$ cat config.mk
export PLATFORM = sky130hd
export DESIGN_NAME = clk_gen_core
export DESIGN_NICKNAME = d
export VERILOG_FILES = /design/src/clk_gen_core.v
export VERILOG_INCLUDE_DIRS = /design/src
export SDC_FILE = /design/constraint.sdc
export NUM_CORES = 1
export LEC_CHECK = 0
export ABC_AREA = 1
export BUFFER_PORTS_ARGS = -buffer_cell sky130_fd_sc_hd__clkbuf_2
export CAP_MARGIN = 20
export CORE_MARGIN = 3
export CORE_UTILIZATION = 41
export CTS_BUF_LIST = sky130_fd_sc_hd__clkbuf_4
export DETAILED_ROUTE_END_ITERATION = 10
export GPL_ROUTABILITY_DRIVEN = 0
export GPL_TIMING_DRIVEN = 0
export PLACE_DENSITY = 0.59
export SLEW_MARGIN = 20
export SYNTH_ARGS = -nofsm -noshare
export SYNTH_HDL_FRONTEND = slang
export SYNTH_SLANG_ARGS = --single-unit
export TNS_END_PERCENT = 20
$ cat constraint.sdc
create_clock -name mclk_i -period 10.3 [get_ports mclk_i]
set_input_delay 1.03 -clock mclk_i [delete_from_list [all_inputs] [get_ports mclk_i]]
set_output_delay 1.03 -clock mclk_i [all_outputs]
set_load 0.01 [all_outputs]
$ cat src/clk_gen_defs.vh
// constants for the clock generator core: register map, field positions,
// reset values and loop timing; assumes a 250 MHz system clock
`ifndef CLK_GEN_DEFS_VH
`define CLK_GEN_DEFS_VH

// register bus
`define ADDR_W 4
`define DATA_W 16
`define REG_CTRL 4'h0
`define REG_CONFIG 4'h1
`define REG_MULT 4'h2
`define REG_STATUS 4'h3
`define REG_DCO 4'h4
`define REG_IRQ_STAT 4'h5
`define REG_IRQ_MASK 4'h6

// control register fields
`define CTRL_INT_ON 0
`define CTRL_EXT_ON 1
`define CTRL_RST 2'h1

// configuration register fields
`define CFG_RUN_IN_STOP 0
`define CFG_EXT_ALLOWED 1
`define CFG_CRYSTAL 2
`define CFG_RST 3'h0

// multiplier register
`define MULT_W 8
`define MULT_RST 8'h01
`define MULT_ONE 8'h01

// event bits of the interrupt status and mask registers
`define IRQ_W 3
`define IRQ_LOCK 0
`define IRQ_UNLOCK 1
`define IRQ_RANGE 2

// oscillator control word
`define DCO_W 12
`define DCO_RST 12'h400
`define DCO_MAX 12'h9ff
`define DIV_SLOWEST 4'h9
`define STEP_FINE 12'h001
`define STEP_COARSE 12'h020
`define DCO_HALF_W 11

// timing: nominal base clock 307.2 kHz against a 4 ns system clock
`define MCLK_PERIOD_PS 4000
`define NOM_PERIOD_PS 3255208
`define NOM_PERIOD_CYC ((`NOM_PERIOD_PS + `MCLK_PERIOD_PS / 2) / `MCLK_PERIOD_PS)
`define SLOW_LIMIT_CYC ((`NOM_PERIOD_CYC * 100) / 85)
`define FAST_LIMIT_CYC ((`NOM_PERIOD_CYC * 100 + 114) / 115)
`define MEAS_W 20
`define MEAS_MAX 20'hf_ffff

`endif

$ cat src/clk_gen_core.v
// clock generator core: clock enable circuit, digitally trimmed internal
// oscillator with modulo-N divider, frequency comparator and loop filter.
// assumes stop request and register port run on mclk_i; the oscillator
// pin is asynchronous and is synchronised here. all clocks out are levels
// sampled on mclk_i, so the internal clock is limited to mclk_i / 2.
// Notes on behaviour
// - bus clock is a quarter of oscillator output, half of generator output.
// - stop mode with run-in-stop clear asserts stop, halting all clocks.
// - run-in-stop set keeps clocks running, stop never asserted.
// - internal enable equals internal-on and not stop.
// - internal enable low holds internal and base clocks low.
// - external enable equals external-on and not stop; otherwise external clock low.
// - external-on cannot be set unless external clock is allowed.
// - pin A port enable low whenever external-on set, stop or not.
// - pin B port enable low whenever external-on and crystal enable set.
// - internal clock is N times base clock, base nominally 307.2 kHz.
// - oscillator period set by 12-bit divider:stage word, valid 000 to 9FF.
// - base clock is internal clock divided by N; N of 0 or 1 passes through.
// - correction -32, -1, +1, +32 by base clock error band.
// - divider and stage fields form one 12-bit accumulator with carry.
// - divider values A to F behave like 9, the slowest.
// - out-of-range value recovers only by normal subtraction steps.
// - stable flag set while base clock error within 15 percent.
// - crystal amplifier on only with external enable and crystal enable.
`include "clk_gen_defs.vh"
`default_nettype none

module clk_gen_core (
	// clock and reset
	input wire mclk_i,
	input wire rst_n_i,
	// register port
	input wire [`ADDR_W-1:0] addr_i,
	input wire [`DATA_W-1:0] wdata_i,
	input wire wr_i,
	input wire rd_i,
	output reg [`DATA_W-1:0] rdata_o,
	output reg irq_o,
	// system integration unit
	input wire stop_mode_i,
	output reg generator_stop_o,
	output reg internal_gen_enable_o,
	output reg external_gen_enable_o,
	// oscillator pins and shared port enables
	input wire oscillator_pin_a_i,
	output reg shared_pin_a_port_enable_o,
	output reg shared_pin_b_port_enable_o,
	output reg crystal_amp_enable_o,
	// generated clocks
	output reg internal_clock_o,
	output reg base_clock_o,
	output reg external_clock_o,
	output reg oscillator_output_clock_o,
	output reg generator_output_clock_o,
	output reg bus_clock_o,
	output reg timebase_clock_o,
	// loop state
	output reg filter_stable_flag_o
);

	function rise;
		input now;
		input prev;
		begin
			rise = now & ~prev;
		end
	endfunction

	// software registers
	reg [1:0] ctrl_r;
	reg [2:0] cfg_r;
	reg [`MULT_W-1:0] mult_r;
	reg [`IRQ_W-1:0] irq_stat_r;
	reg [`IRQ_W-1:0] irq_mask_r;
	// loop state
	reg [`DCO_W-1:0] dco_r;
	reg [`DCO_HALF_W-1:0] half_cnt_r;
	reg internal_clock_r;
	reg [`MULT_W-1:0] div_cnt_r;
	reg base_r;
	reg [`MEAS_W-1:0] meas_r;
	reg meas_valid_r;
	reg stable_r;
	// external pin synchroniser
	reg pin_a_meta_r;
	reg pin_a_sync_r;
	// derived clock chain
	reg osc_r;
	reg gen_r;
	reg bus_r;

	wire int_on = ctrl_r[`CTRL_INT_ON];
	wire ext_on = ctrl_r[`CTRL_EXT_ON];
	wire run_in_stop = cfg_r[`CFG_RUN_IN_STOP];
	wire ext_allowed = cfg_r[`CFG_EXT_ALLOWED];
	wire crystal = cfg_r[`CFG_CRYSTAL];

	wire gen_stop = stop_mode_i & ~run_in_stop;
	wire int_en = int_on & ~gen_stop;
	wire ext_en = ext_on & ~gen_stop;

	// divider values above 9 run as 9, the slowest setting
	wire [3:0] div_field = dco_r[`DCO_W-1:`DCO_W-4];
	wire [3:0] div_eff = (div_field > `DIV_SLOWEST) ? `DIV_SLOWEST : div_field;
	wire [`DCO_W-1:0] dco_eff = {div_eff, dco_r[`DCO_W-5:0]};
	// larger word gives a longer period; a quarter of the word keeps the
	// nominal rate reachable at small N against a 250 MHz sampling clock
	wire [`DCO_HALF_W-1:0] half_len = dco_eff[`DCO_W-1:2] + 11'h001;

	// internal oscillator model: toggles after half_len system cycles
	wire half_done = (half_cnt_r >= half_len - 11'h001);
	wire internal_clock_nxt = int_en ? (half_done ? ~internal_clock_r : internal_clock_r) : 1'b0;
	wire internal_clock_rise = rise(internal_clock_nxt, internal_clock_r);

	// modulo-N divider
	wire pass_through = (mult_r <= `MULT_ONE);
	wire [`MULT_W-1:0] div_last = mult_r - `MULT_ONE;
	wire [`MULT_W-1:0] div_cnt_nxt = (div_cnt_r >= div_last) ? {`MULT_W{1'b0}} :
		div_cnt_r + `MULT_ONE;
	wire [`MULT_W-1:0] high_len = mult_r >> 1;
	reg base_nxt;
	always @* begin
		base_nxt = base_r;
		if (!int_en)
			base_nxt = 1'b0;
		else if (pass_through)
			base_nxt = internal_clock_nxt;
		else if (internal_clock_rise)
			base_nxt = (div_cnt_nxt < high_len);
	end
	wire base_rise = rise(base_nxt, base_r);

	// frequency comparator: base period in system cycles against limits
	wire too_slow = meas_r > `SLOW_LIMIT_CYC;
	wire slow = meas_r > `NOM_PERIOD_CYC;
	wire too_fast = meas_r < `FAST_LIMIT_CYC;
	wire fast = meas_r < `NOM_PERIOD_CYC;
	wire judge = base_rise & meas_valid_r;

	// loop filter: one 12-bit accumulator, carry from stage into divider
	reg [`DCO_W-1:0] dco_nxt;
	always @* begin
		dco_nxt = dco_r;
		if (judge) begin
			if (too_slow)
				dco_nxt = dco_r - `STEP_COARSE;
			else if (slow)
				dco_nxt = dco_r - `STEP_FINE;
			else if (too_fast)
				dco_nxt = dco_r + `STEP_COARSE;
			else if (fast)
				dco_nxt = dco_r + `STEP_FINE;
		end
	end
	wire stable_nxt = judge ? ~(too_slow | too_fast) : (int_en ? stable_r : 1'b0);
	wire range_evt = (dco_nxt > `DCO_MAX) & (dco_r <= `DCO_MAX);

	// external clock and derived clock chain
	wire external_clock_nxt = ext_en & pin_a_sync_r;
	wire osc_nxt = int_on ? (internal_clock_nxt & int_en) : external_clock_nxt;
	wire gen_nxt = rise(osc_nxt, osc_r) ? ~gen_r : gen_r;
	wire bus_nxt = rise(gen_nxt, gen_r) ? ~bus_r : bus_r;
	wire tb_nxt = ext_en ? external_clock_nxt : base_nxt;

	// register writes
	wire wr_ctrl = wr_i & (addr_i == `REG_CTRL);
	wire wr_cfg = wr_i & (addr_i == `REG_CONFIG);
	wire wr_mult = wr_i & (addr_i == `REG_MULT);
	wire wr_istat = wr_i & (addr_i == `REG_IRQ_STAT);
	wire wr_imask = wr_i & (addr_i == `REG_IRQ_MASK);
	// setting is refused while not allowed; clearing is always accepted
	wire ext_on_nxt = wdata_i[`CTRL_EXT_ON] & (ext_allowed | ext_on);
	wire [`IRQ_W-1:0] irq_evt = {range_evt, stable_r & ~stable_nxt, stable_nxt & ~stable_r};
	wire [`IRQ_W-1:0] irq_clr = wr_istat ? wdata_i[`IRQ_W-1:0] : {`IRQ_W{1'b0}};
	// a new event wins over a clear in the same cycle
	wire [`IRQ_W-1:0] irq_stat_nxt = (irq_stat_r & ~irq_clr) | irq_evt;

	reg [`DATA_W-1:0] rdata_nxt;
	always @* begin
		rdata_nxt = {`DATA_W{1'b0}};
		case (addr_i)
		`REG_CTRL: rdata_nxt[1:0] = ctrl_r;
		`REG_CONFIG: rdata_nxt[2:0] = cfg_r;
		`REG_MULT: rdata_nxt[`MULT_W-1:0] = mult_r;
		`REG_STATUS: rdata_nxt[3:0] = {gen_stop, ext_en, int_en, stable_r};
		`REG_DCO: rdata_nxt[`DCO_W-1:0] = dco_r;
		`REG_IRQ_STAT: rdata_nxt[`IRQ_W-1:0] = irq_stat_r;
		`REG_IRQ_MASK: rdata_nxt[`IRQ_W-1:0] = irq_mask_r;
		default: rdata_nxt = {`DATA_W{1'b0}};
		endcase
	end

	// register file and interrupt
	always @(posedge mclk_i or negedge rst_n_i) begin
		if (!rst_n_i) begin
			ctrl_r <= `CTRL_RST;
			cfg_r <= `CFG_RST;
			mult_r <= `MULT_RST;
			irq_stat_r <= {`IRQ_W{1'b0}};
			irq_mask_r <= {`IRQ_W{1'b0}};
			rdata_o <= {`DATA_W{1'b0}};
			irq_o <= 1'b0;
		end else begin
			if (wr_ctrl) begin
				ctrl_r[`CTRL_INT_ON] <= wdata_i[`CTRL_INT_ON];
				ctrl_r[`CTRL_EXT_ON] <= ext_on_nxt;
			end
			if (wr_cfg)
				cfg_r <= wdata_i[2:0];
			if (wr_mult)
				mult_r <= wdata_i[`MULT_W-1:0];
			if (wr_imask)
				irq_mask_r <= wdata_i[`IRQ_W-1:0];
			irq_stat_r <= irq_stat_nxt;
			irq_o <= |(irq_stat_nxt & (wr_imask ? wdata_i[`IRQ_W-1:0] : irq_mask_r));
			rdata_o <= rd_i ? rdata_nxt : {`DATA_W{1'b0}};
		end
	end

	// oscillator, divider and loop filter
	always @(posedge mclk_i or negedge rst_n_i) begin
		if (!rst_n_i) begin
			dco_r <= `DCO_RST;
			half_cnt_r <= {`DCO_HALF_W{1'b0}};
			internal_clock_r <= 1'b0;
			div_cnt_r <= {`MULT_W{1'b0}};
			base_r <= 1'b0;
			meas_r <= {`MEAS_W{1'b0}};
			meas_valid_r <= 1'b0;
			stable_r <= 1'b0;
		end else begin
			internal_clock_r <= internal_clock_nxt;
			base_r <= base_nxt;
			dco_r <= dco_nxt;
			stable_r <= stable_nxt;
			if (!int_en || half_done)
				half_cnt_r <= {`DCO_HALF_W{1'b0}};
			else
				half_cnt_r <= half_cnt_r + 11'h001;
			if (!int_en || pass_through)
				div_cnt_r <= {`MULT_W{1'b0}};
			else if (internal_clock_rise)
				div_cnt_r <= div_cnt_nxt;
			// the first period after enabling is partial, so it is not judged
			if (!int_en) begin
				meas_r <= {`MEAS_W{1'b0}};
				meas_valid_r <= 1'b0;
			end else if (base_rise) begin
				meas_r <= 20'h0_0001;
				meas_valid_r <= 1'b1;
			end else if (meas_r != `MEAS_MAX) begin
				meas_r <= meas_r + 20'h0_0001;
			end
		end
	end

	// pin synchroniser and clock outputs
	always @(posedge mclk_i or negedge rst_n_i) begin
		if (!rst_n_i) begin
			pin_a_meta_r <= 1'b0;
			pin_a_sync_r <= 1'b0;
			osc_r <= 1'b0;
			gen_r <= 1'b0;
			bus_r <= 1'b0;
			generator_stop_o <= 1'b0;
			internal_gen_enable_o <= 1'b0;
			external_gen_enable_o <= 1'b0;
			shared_pin_a_port_enable_o <= 1'b1;
			shared_pin_b_port_enable_o <= 1'b1;
			crystal_amp_enable_o <= 1'b0;
			internal_clock_o <= 1'b0;
			base_clock_o <= 1'b0;
			external_clock_o <= 1'b0;
			oscillator_output_clock_o <= 1'b0;
			generator_output_clock_o <= 1'b0;
			bus_clock_o <= 1'b0;
			timebase_clock_o <= 1'b0;
			filter_stable_flag_o <= 1'b0;
		end else begin
			pin_a_meta_r <= oscillator_pin_a_i;
			pin_a_sync_r <= pin_a_meta_r;
			osc_r <= osc_nxt;
			gen_r <= gen_nxt;
			bus_r <= bus_nxt;
			generator_stop_o <= gen_stop;
			internal_gen_enable_o <= int_en;
			external_gen_enable_o <= ext_en;
			shared_pin_a_port_enable_o <= ~ext_on;
			shared_pin_b_port_enable_o <= ~(ext_on & crystal);
			crystal_amp_enable_o <= ext_en & crystal;
			internal_clock_o <= internal_clock_nxt;
			base_clock_o <= base_nxt;
			external_clock_o <= external_clock_nxt;
			oscillator_output_clock_o <= osc_nxt;
			generator_output_clock_o <= gen_nxt;
			bus_clock_o <= bus_nxt;
			timebase_clock_o <= tb_nxt;
			filter_stable_flag_o <= stable_nxt;
		end
	end

endmodule

`default_nettype wire

* Yosys cells after proc, flatten, opt, wreduce, memory -nomap -nowiden
Cells that the tools add are included.
Word-level totals: bits in registers 100, input bits 26, output and inout port bits 31, word-level logic and storage cells 136
Cells by class: add/sub/neg operators 10, $lt $le $gt $ge 11, equal/unequal tests 9, mux-type cells 33, bitwise gates (word level) 39, reduce and logical (&&, ||, !) cells 6
Operator list (number):
- 2-to-1 mux 12 bit | 6
- 2-to-1 mux 20 bit | 3
- greater-than comparator 20 x 10 -> 1 bit, second input constant | 2
- < comparator 20 x 10 -> 1 bit, second input constant | 2
- 2-to-1 mux 8 bit | 3
- AND 1 bit | 21
- adder 20 x 1 -> 20 bit, second input constant | 1
- != test 20 bit, second input constant | 1
- case mux 2 bit (7 select lines) | 1
- adder 12 x 1 -> 12 bit, second input constant | 1
- adder 12 x 6 -> 12 bit, second input constant | 1
- equality test 4 x 3 -> 1 bit, second input constant | 3
- greater-than comparator 12 bit, second input constant | 1
- less-or-equal comparator 12 bit, second input constant | 1
- 2-to-1 mux 1 bit | 12
- NOT 1 bit | 12
- subtractor 12 x 1 -> 12 bit, second input constant | 1
- subtractor 12 x 6 -> 12 bit, second input constant | 1
- adder 10 x 1 -> 11 bit, second input constant | 1
- adder 11 x 1 -> 11 bit, second input constant | 1
- >= comparator 11 bit | 1
- 2-to-1 mux 11 bit | 1
- subtractor 11 x 1 -> 11 bit, second input constant | 1
- adder 8 x 1 -> 8 bit, second input constant | 1
- other kinds (23) | 29

* Longest topological paths before layout
word-level depth 19, mapped depth 31, gate-level depth less buffers 30

* Worst setup path after synthesis
Ideal clock, no wire load.
kind flip-flop to flip-flop, start point register mult_r[0], end point register dco_r[4], setup time 0.126 ns, data arrival time 3.373 ns, data required time 10.174 ns, slack 6.802 ns, stages on the path, launching flop included 28, path buffers 1, period minus slack after synthesis 3.498 ns, cell sequence dfstp_2 -> inv_1 -> ha_1 -> nand2_1 -> xor2_1 -> inv_1 -> ha_1 -> nand2_1 -> nor2_1 -> nand2_1 -> and2_1 -> buf_6 -> nand3_1 -> inv_1 -> ha_1 -> a21oi_1 -> nor2_1 -> nor2_1 -> nand2_2 -> nor2_2 -> nand2_2 -> nand2_2 -> nand4_4 -> nor2_4 -> nand2_4 -> inv_2 -> nand2_1 -> xor2_1
On the way: cells in the longest elaborated chain, start to end 10, elaborated cells on any way between the ends 11, classes of those cells add/sub (1); order compare (3); mux (5); bitwise (2)
RTL lines:
- start, declared | line clk_gen_core.v:72 | reg [`MULT_W-1:0] mult_r;
- start signal, assigned | line clk_gen_core.v:198 | mult_r <= `MULT_RST;
- start signal, assigned | line clk_gen_core.v:211 | mult_r <= wdata_i[`MULT_W-1:0];
- subtractor 8 x 1 -> 8 bit (no source line)
- >= comparator 8 bit | line clk_gen_core.v:118 | wire [`MULT_W-1:0] div_cnt_nxt = (div_cnt_r >= div_last) ? {`MULT_W{1'b0}} :
- 2-to-1 mux 8 bit (no source line)
- < comparator 8 x 7 -> 1 bit | line clk_gen_core.v:129 | base_nxt = (div_cnt_nxt < high_len);
- 2-to-1 mux 1 bit | line clk_gen_core.v:128 | else if (internal_clock_rise)
- 2-to-1 mux 1 bit * | line clk_gen_core.v:126 | else if (pass_through)
- 2-to-1 mux 1 bit * | line clk_gen_core.v:124 | if (!int_en)
- AND 1 bit * | line clk_gen_core.v:65 | rise = now & ~prev;
- AND 1 bit * | line clk_gen_core.v:138 | wire judge = base_rise & meas_valid_r;
- 2-to-1 mux 12 bit * | line clk_gen_core.v:144 | if (judge) begin
- via dco_nxt[4] | line clk_gen_core.v:141 | reg [`DCO_W-1:0] dco_nxt;
- end signal, assigned | line clk_gen_core.v:223 | dco_r <= `DCO_RST;
- end signal, assigned | line clk_gen_core.v:234 | dco_r <= dco_nxt;
- end, declared | line clk_gen_core.v:76 | reg [`DCO_W-1:0] dco_r;
Mark *: on every way through the listed nets, which the timed path passes. The rest lies on a longest branch. A chain may end at the register's enable or synchronous reset.

* Worst setup path after layout
start point register mult_r[0], end point register irq_o
On the way: cells in the longest elaborated chain, start to end 15, elaborated cells on any way between the ends 20, classes of those cells add/sub (1); order compare (4); mux (6); bitwise (8); reduce/logical (1)
RTL lines:
- subtractor 8 x 1 -> 8 bit (no source line)
- >= comparator 8 bit | line clk_gen_core.v:118
- 2-to-1 mux 8 bit (no source line)
- < comparator 8 x 7 -> 1 bit | line clk_gen_core.v:129
- 2-to-1 mux 1 bit | line clk_gen_core.v:128
- 2-to-1 mux 1 bit * | line clk_gen_core.v:126
- 2-to-1 mux 1 bit * | line clk_gen_core.v:124
- AND 1 bit * | line clk_gen_core.v:65
- AND 1 bit * | line clk_gen_core.v:138
- 2-to-1 mux 12 bit * | line clk_gen_core.v:144
- greater-than comparator 12 bit (no source line) *
- AND 1 bit * | line clk_gen_core.v:156 | wire range_evt = (dco_nxt > `DCO_MAX) & (dco_r <= `DCO_MAX);
- OR 3 bit * | line clk_gen_core.v:176 | wire [`IRQ_W-1:0] irq_stat_nxt = (irq_stat_r & ~irq_clr) | irq_evt;
- via irq_stat_nxt[2] | line clk_gen_core.v:176
- AND 3 bit * | line clk_gen_core.v:215 | irq_o <= |(irq_stat_nxt & (wr_imask ? wdata_i[`IRQ_W-1:0] : irq_mask_r));
- OR reduction 3 bit * | line clk_gen_core.v:215
- end signal, assigned | line clk_gen_core.v:215
- end, declared | line clk_gen_core.v:38 | output reg irq_o,
Marked as above.

==> run summary <==
Summed over all layers, the routed wires come to 15200 um. The post-synthesis register bit count is 100, and the arrival time at the worst endpoint is 4.56 ns. Detail-routed via count per cell: 5.131. The max-slew violation total from the final report is 0, and the pin slew with the least headroom to its limit is 0.5444 ns. At the later pin of the worst-skew pair, clock insertion delay measures 0.50 ns. The slowest stage of the critical path is the sky130_fd_sc_hd__dfstp_2 cell. The die is 129.4 um tall. The largest fanout on the critical path was 7. The worst setup path is of the flop to flop kind. The final critical path takes up 40.07% of the cycle.

The via count of the routed design was 5388. The flow ran to the end, and the final reports show no timing, DRC or antenna violations. Setup violations remaining at the end of the flow were counted as 0. The logs give 44 for the number of cell rows and 9 for the TritonCTS buffer count. For the worst flop-to-flop path, the logic depth is 30. Dividing total power by cell area gives a power density of 116.0 nW/um^2.

For the number of primary I/O pins, the log shows 57. The relative area change from synthesis to final layout is 10.28%, and the largest net degree at the start of global routing is 58. The run gives 0 as the post-CTS setup repair buffer count. The most used flip-flop cell after synthesis is sky130_fd_sc_hd__dfrtp_1.

TritonCTS built the clock tree. Cell internal power was estimated by the tool at 0.5291 mW. The share of total power dissipated in sequential elements is 55.3%.

Counting distinct cell types in the post-synthesis netlist gives 54. The part of the Yosys area used for sequential elements came out at 40.16%. For the initial antenna violation count, the log shows 1. The critical path starts at mult_r[0]$_DFFE_PN1P_. The run gives 0 as the number of failing hold endpoints at the final stage.

In this run the critical register-to-register path is launched from mult_r[0]$_DFFE_PN1P_. The tool flagged a number of max-cap violations equal to 0. The setup total negative slack was 0 ns; the detailed-placement wirelength estimate was 11810 um. CTS built an H-tree with a depth of 3. Global routing consumed, over all layers together, 19.30% of the routing resources. The biggest cell delay along the critical path is 0.58 ns. The worst hold path passes through 0 cells. The total overflow left after global routing is 0. During synthesis, Yosys emitted a total of 0 warnings. Once layout is complete, the utilization of the core stands at 46.86%.

Maximum clock skew at final layout: 0.02766 ns. The run gives 6.17 ns as the worst setup slack for register-to-register paths. The end of the critical path is irq_o$_DFF_PN0_.

CTS placed an instance of sky130_fd_sc_hd__clkbuf_4 at the clock tree root. The number of synthesized flops with an enable pin is 0, and the post-synthesis instance area is 6246 um^2. The first global-routing pass estimated 25830 um of wire. For this block, the initial DRC count from the detailed router was 365.

The worst ir drop on vdd was 0.08346 mV; the TritonCTS sink count was 100. For this run, design rule violations remaining after detail routing come to 0. Of all flip-flops after synthesis, the portion carrying an async set or reset was 100.0%.

The worst setup path is launched from a flop. The worst pin sits at a relative slew slack of 63.70%. In this run the deepest clock path goes through 2 buffers. Setup repair after global routing left no endpoint under its margin.

Combinational logic is responsible for 17.8% of the overall power. The post-route minimum period is 4.127 ns. The tools report the element type at the critical path end as a flop. After the last flow step, the layout net total stands at 922.

The core region is 14700 um^2. In this run the worst hold path is classified as flop to flop. In this run the mean area of a mapped cell was 7.798 um^2.

The switching portion of total power is 33.81%. For this design the static power due to leakage is 3.521 nW. The cell count after synthesis came out at 801. The register clock-pin slew on the reported worst setup and hold paths was 0.19 ns.

The total of hold buffers inserted after clock tree synthesis came out at 0. The share of total power dissipated in the clock network is 26.9%. In this design, the critical path's most frequently occurring cell is sky130_fd_sc_hd__nand2_1.

The routed wirelength normalized by instance count was 14.48 um; the full die area was 16750 um^2. The remaining antenna violation count after routing is 0. The count of buffers added on input and output ports is 44.

The pre-antenna-repair detailed-routing pass consisted of 5 iterations. The library cell used most frequently in the layout, excluding fill and tap cells, is sky130_fd_sc_hd__nand2_1. The endpoint identified for the worst register-to-register timing path is irq_o$_DFF_PN0_. The layout cell share with drive strength beyond 1 was 14.91%; the die span in x was 129.4 um.

After clock tree synthesis, the repair step resized 0 gates. The data required time at the worst endpoint came out at 10.73 ns. For this design the total switching power over the nets is 0.2702 mW. The run gives 42.49% as the effective utilization at floorplan. Based on the critical path, the design can be clocked at up to 242.3 MHz.

Leaving out fill and tap cells, the most frequent cells in the layout are 171 x sky130_fd_sc_hd__nand2_1, 110 x sky130_fd_sc_hd__inv_1, 95 x sky130_fd_sc_hd__dfrtp_1. The tools report the via count of the first global-routing pass as 5089.
-- power by group through the flow --
stage / registers [mW] / clock network [mW] / logic (mW)
final: 0.442 / 0.215 / 0.142
after detailed placement: 0.450 / 0 / 0.144
after global routing: 0.446 / 0.239 / 0.163
after floorplan: 0.450 / 0 / 0.0882
after global placement: 0.450 / 0 / 0.140
after CTS: 0.443 / 0.225 / 0.145
-- flip-flops by register name, summed over array words and instances (netlist names), 2 cells and up --
register,flops
half_cnt_r,11
cfg_r,3
irq_mask_r,3
meas_r,20
div_cnt_r,8
irq_stat_r,3
dco_r,12
mult_r,8
ctrl_r,2
rdata_o,12
-- metrics by stage --
step / instance area, um^2 / hold slack (ns) / instances / power [mW] / setup slack (ns)
global placement: 6708 / 0.3360 / 1032 / 0.5898 / 6.209
floorplan: 6257 / 0.3312 / 804 / 0.5381 / 6.802
global route: 6888 / 0.4039 / 1050 / 0.8491 / 5.727
finish: 6888 / 0.3959 / 1050 / 0.7993 / 6.173
detailed placement: 6744 / 0.3347 / 1033 / 0.5937 / 6.147
CTS: 6885 / 0.3970 / 1049 / 0.8119 / 6.130
-- worst min path at each step --
stage,start,endpoint
finish,pin_a_meta_r$_DFF_PN0_,pin_a_sync_r$_DFF_PN0_
global route,pin_a_meta_r$_DFF_PN0_,pin_a_sync_r$_DFF_PN0_
CTS,pin_a_meta_r$_DFF_PN0_,pin_a_sync_r$_DFF_PN0_
detailed placement,pin_a_meta_r$_DFF_PN0_,pin_a_sync_r$_DFF_PN0_
global placement,pin_a_meta_r$_DFF_PN0_,pin_a_sync_r$_DFF_PN0_
floorplan,pin_a_meta_r$_DFF_PN0_,pin_a_sync_r$_DFF_PN0_
-- cells by family (layout without fill, tap and decap cells) --
kind of cell / count (synthesis) / count (layout) / share of synthesized area (%)
other: 1 / 5 / 0.06004
XOR/XNOR: 27 / 27 / 3.786
AND/OR/NAND/NOR: 389 / 389 / 29.49
adder cells (fa/ha/maj): 36 / 36 / 7.212
flip-flops: 100 / 100 / 40.16
buffers and inverters: 131 / 192 / 8.333
AO/OA/AOI/OAI: 117 / 117 / 10.96
-- cell usage after synthesis (9+ instances only) --
library cell	instances	area share, %
sky130_fd_sc_hd__xor2_1	26	3.6
sky130_fd_sc_hd__o21ai_0	40	3.2
sky130_fd_sc_hd__a21oi_1	40	3.2
sky130_fd_sc_hd__o22ai_1	9	0.90
sky130_fd_sc_hd__inv_1	110	6.6
sky130_fd_sc_hd__nand4_1	17	1.7
sky130_fd_sc_hd__nor2_1	89	5.3
sky130_fd_sc_hd__nand2_1	171	10
sky130_fd_sc_hd__ha_1	36	7.2
sky130_fd_sc_hd__dfrtp_1	95	38
sky130_fd_sc_hd__nand3_1	31	2.5
sky130_fd_sc_hd__nand2_2	13	1.3
sky130_fd_sc_hd__nor3_1	28	2.2
-- per-layer routing --
| metal | vias to the layer above | part of all wire (%) | track usage (%) |
|---|---|---|---|
| met1 | 2518 | 52 | 28.68 |
| li1 | 2730 | - | - |
| met4 | 0 | 1.5 | 5.257 |
| met2 | 122 | 43 | 28.78 |
| met5 | - | 0 | 0 |
| met3 | 18 | 4.4 | 3.751 |
-- worst max-delay path: cells and delay by family (launching register included) --
kind	cells	cell delay (ns)
AO/OA/AOI/OAI	1	0.16
flip-flops	1	0.58
adder cells (fa/ha/maj)	3	0.84
AND/OR/NAND/NOR	21	1.91
XOR/XNOR	1	0.16
buffers and inverters	4	0.38
-- layout make-up --
| type | instances | area [um^2] |
|---|---|---|
| Sequential cell | 100 | 2509 |
| Buffer | 12 | 73.82 |
| Fill cell | 1526 | 7811 |
| Inverter | 119 | 446.7 |
| Tap cell | 184 | 230.2 |
| Clock buffer | 9 | 67.56 |
| Multi-Input combinational cell | 573 | 3228 |
| Antenna cell | 1 | 2.502 |
| Clock inverter | 7 | 73.82 |
| Timing Repair Buffer | 45 | 256.5 |
(Power assumes the default switching activity.)
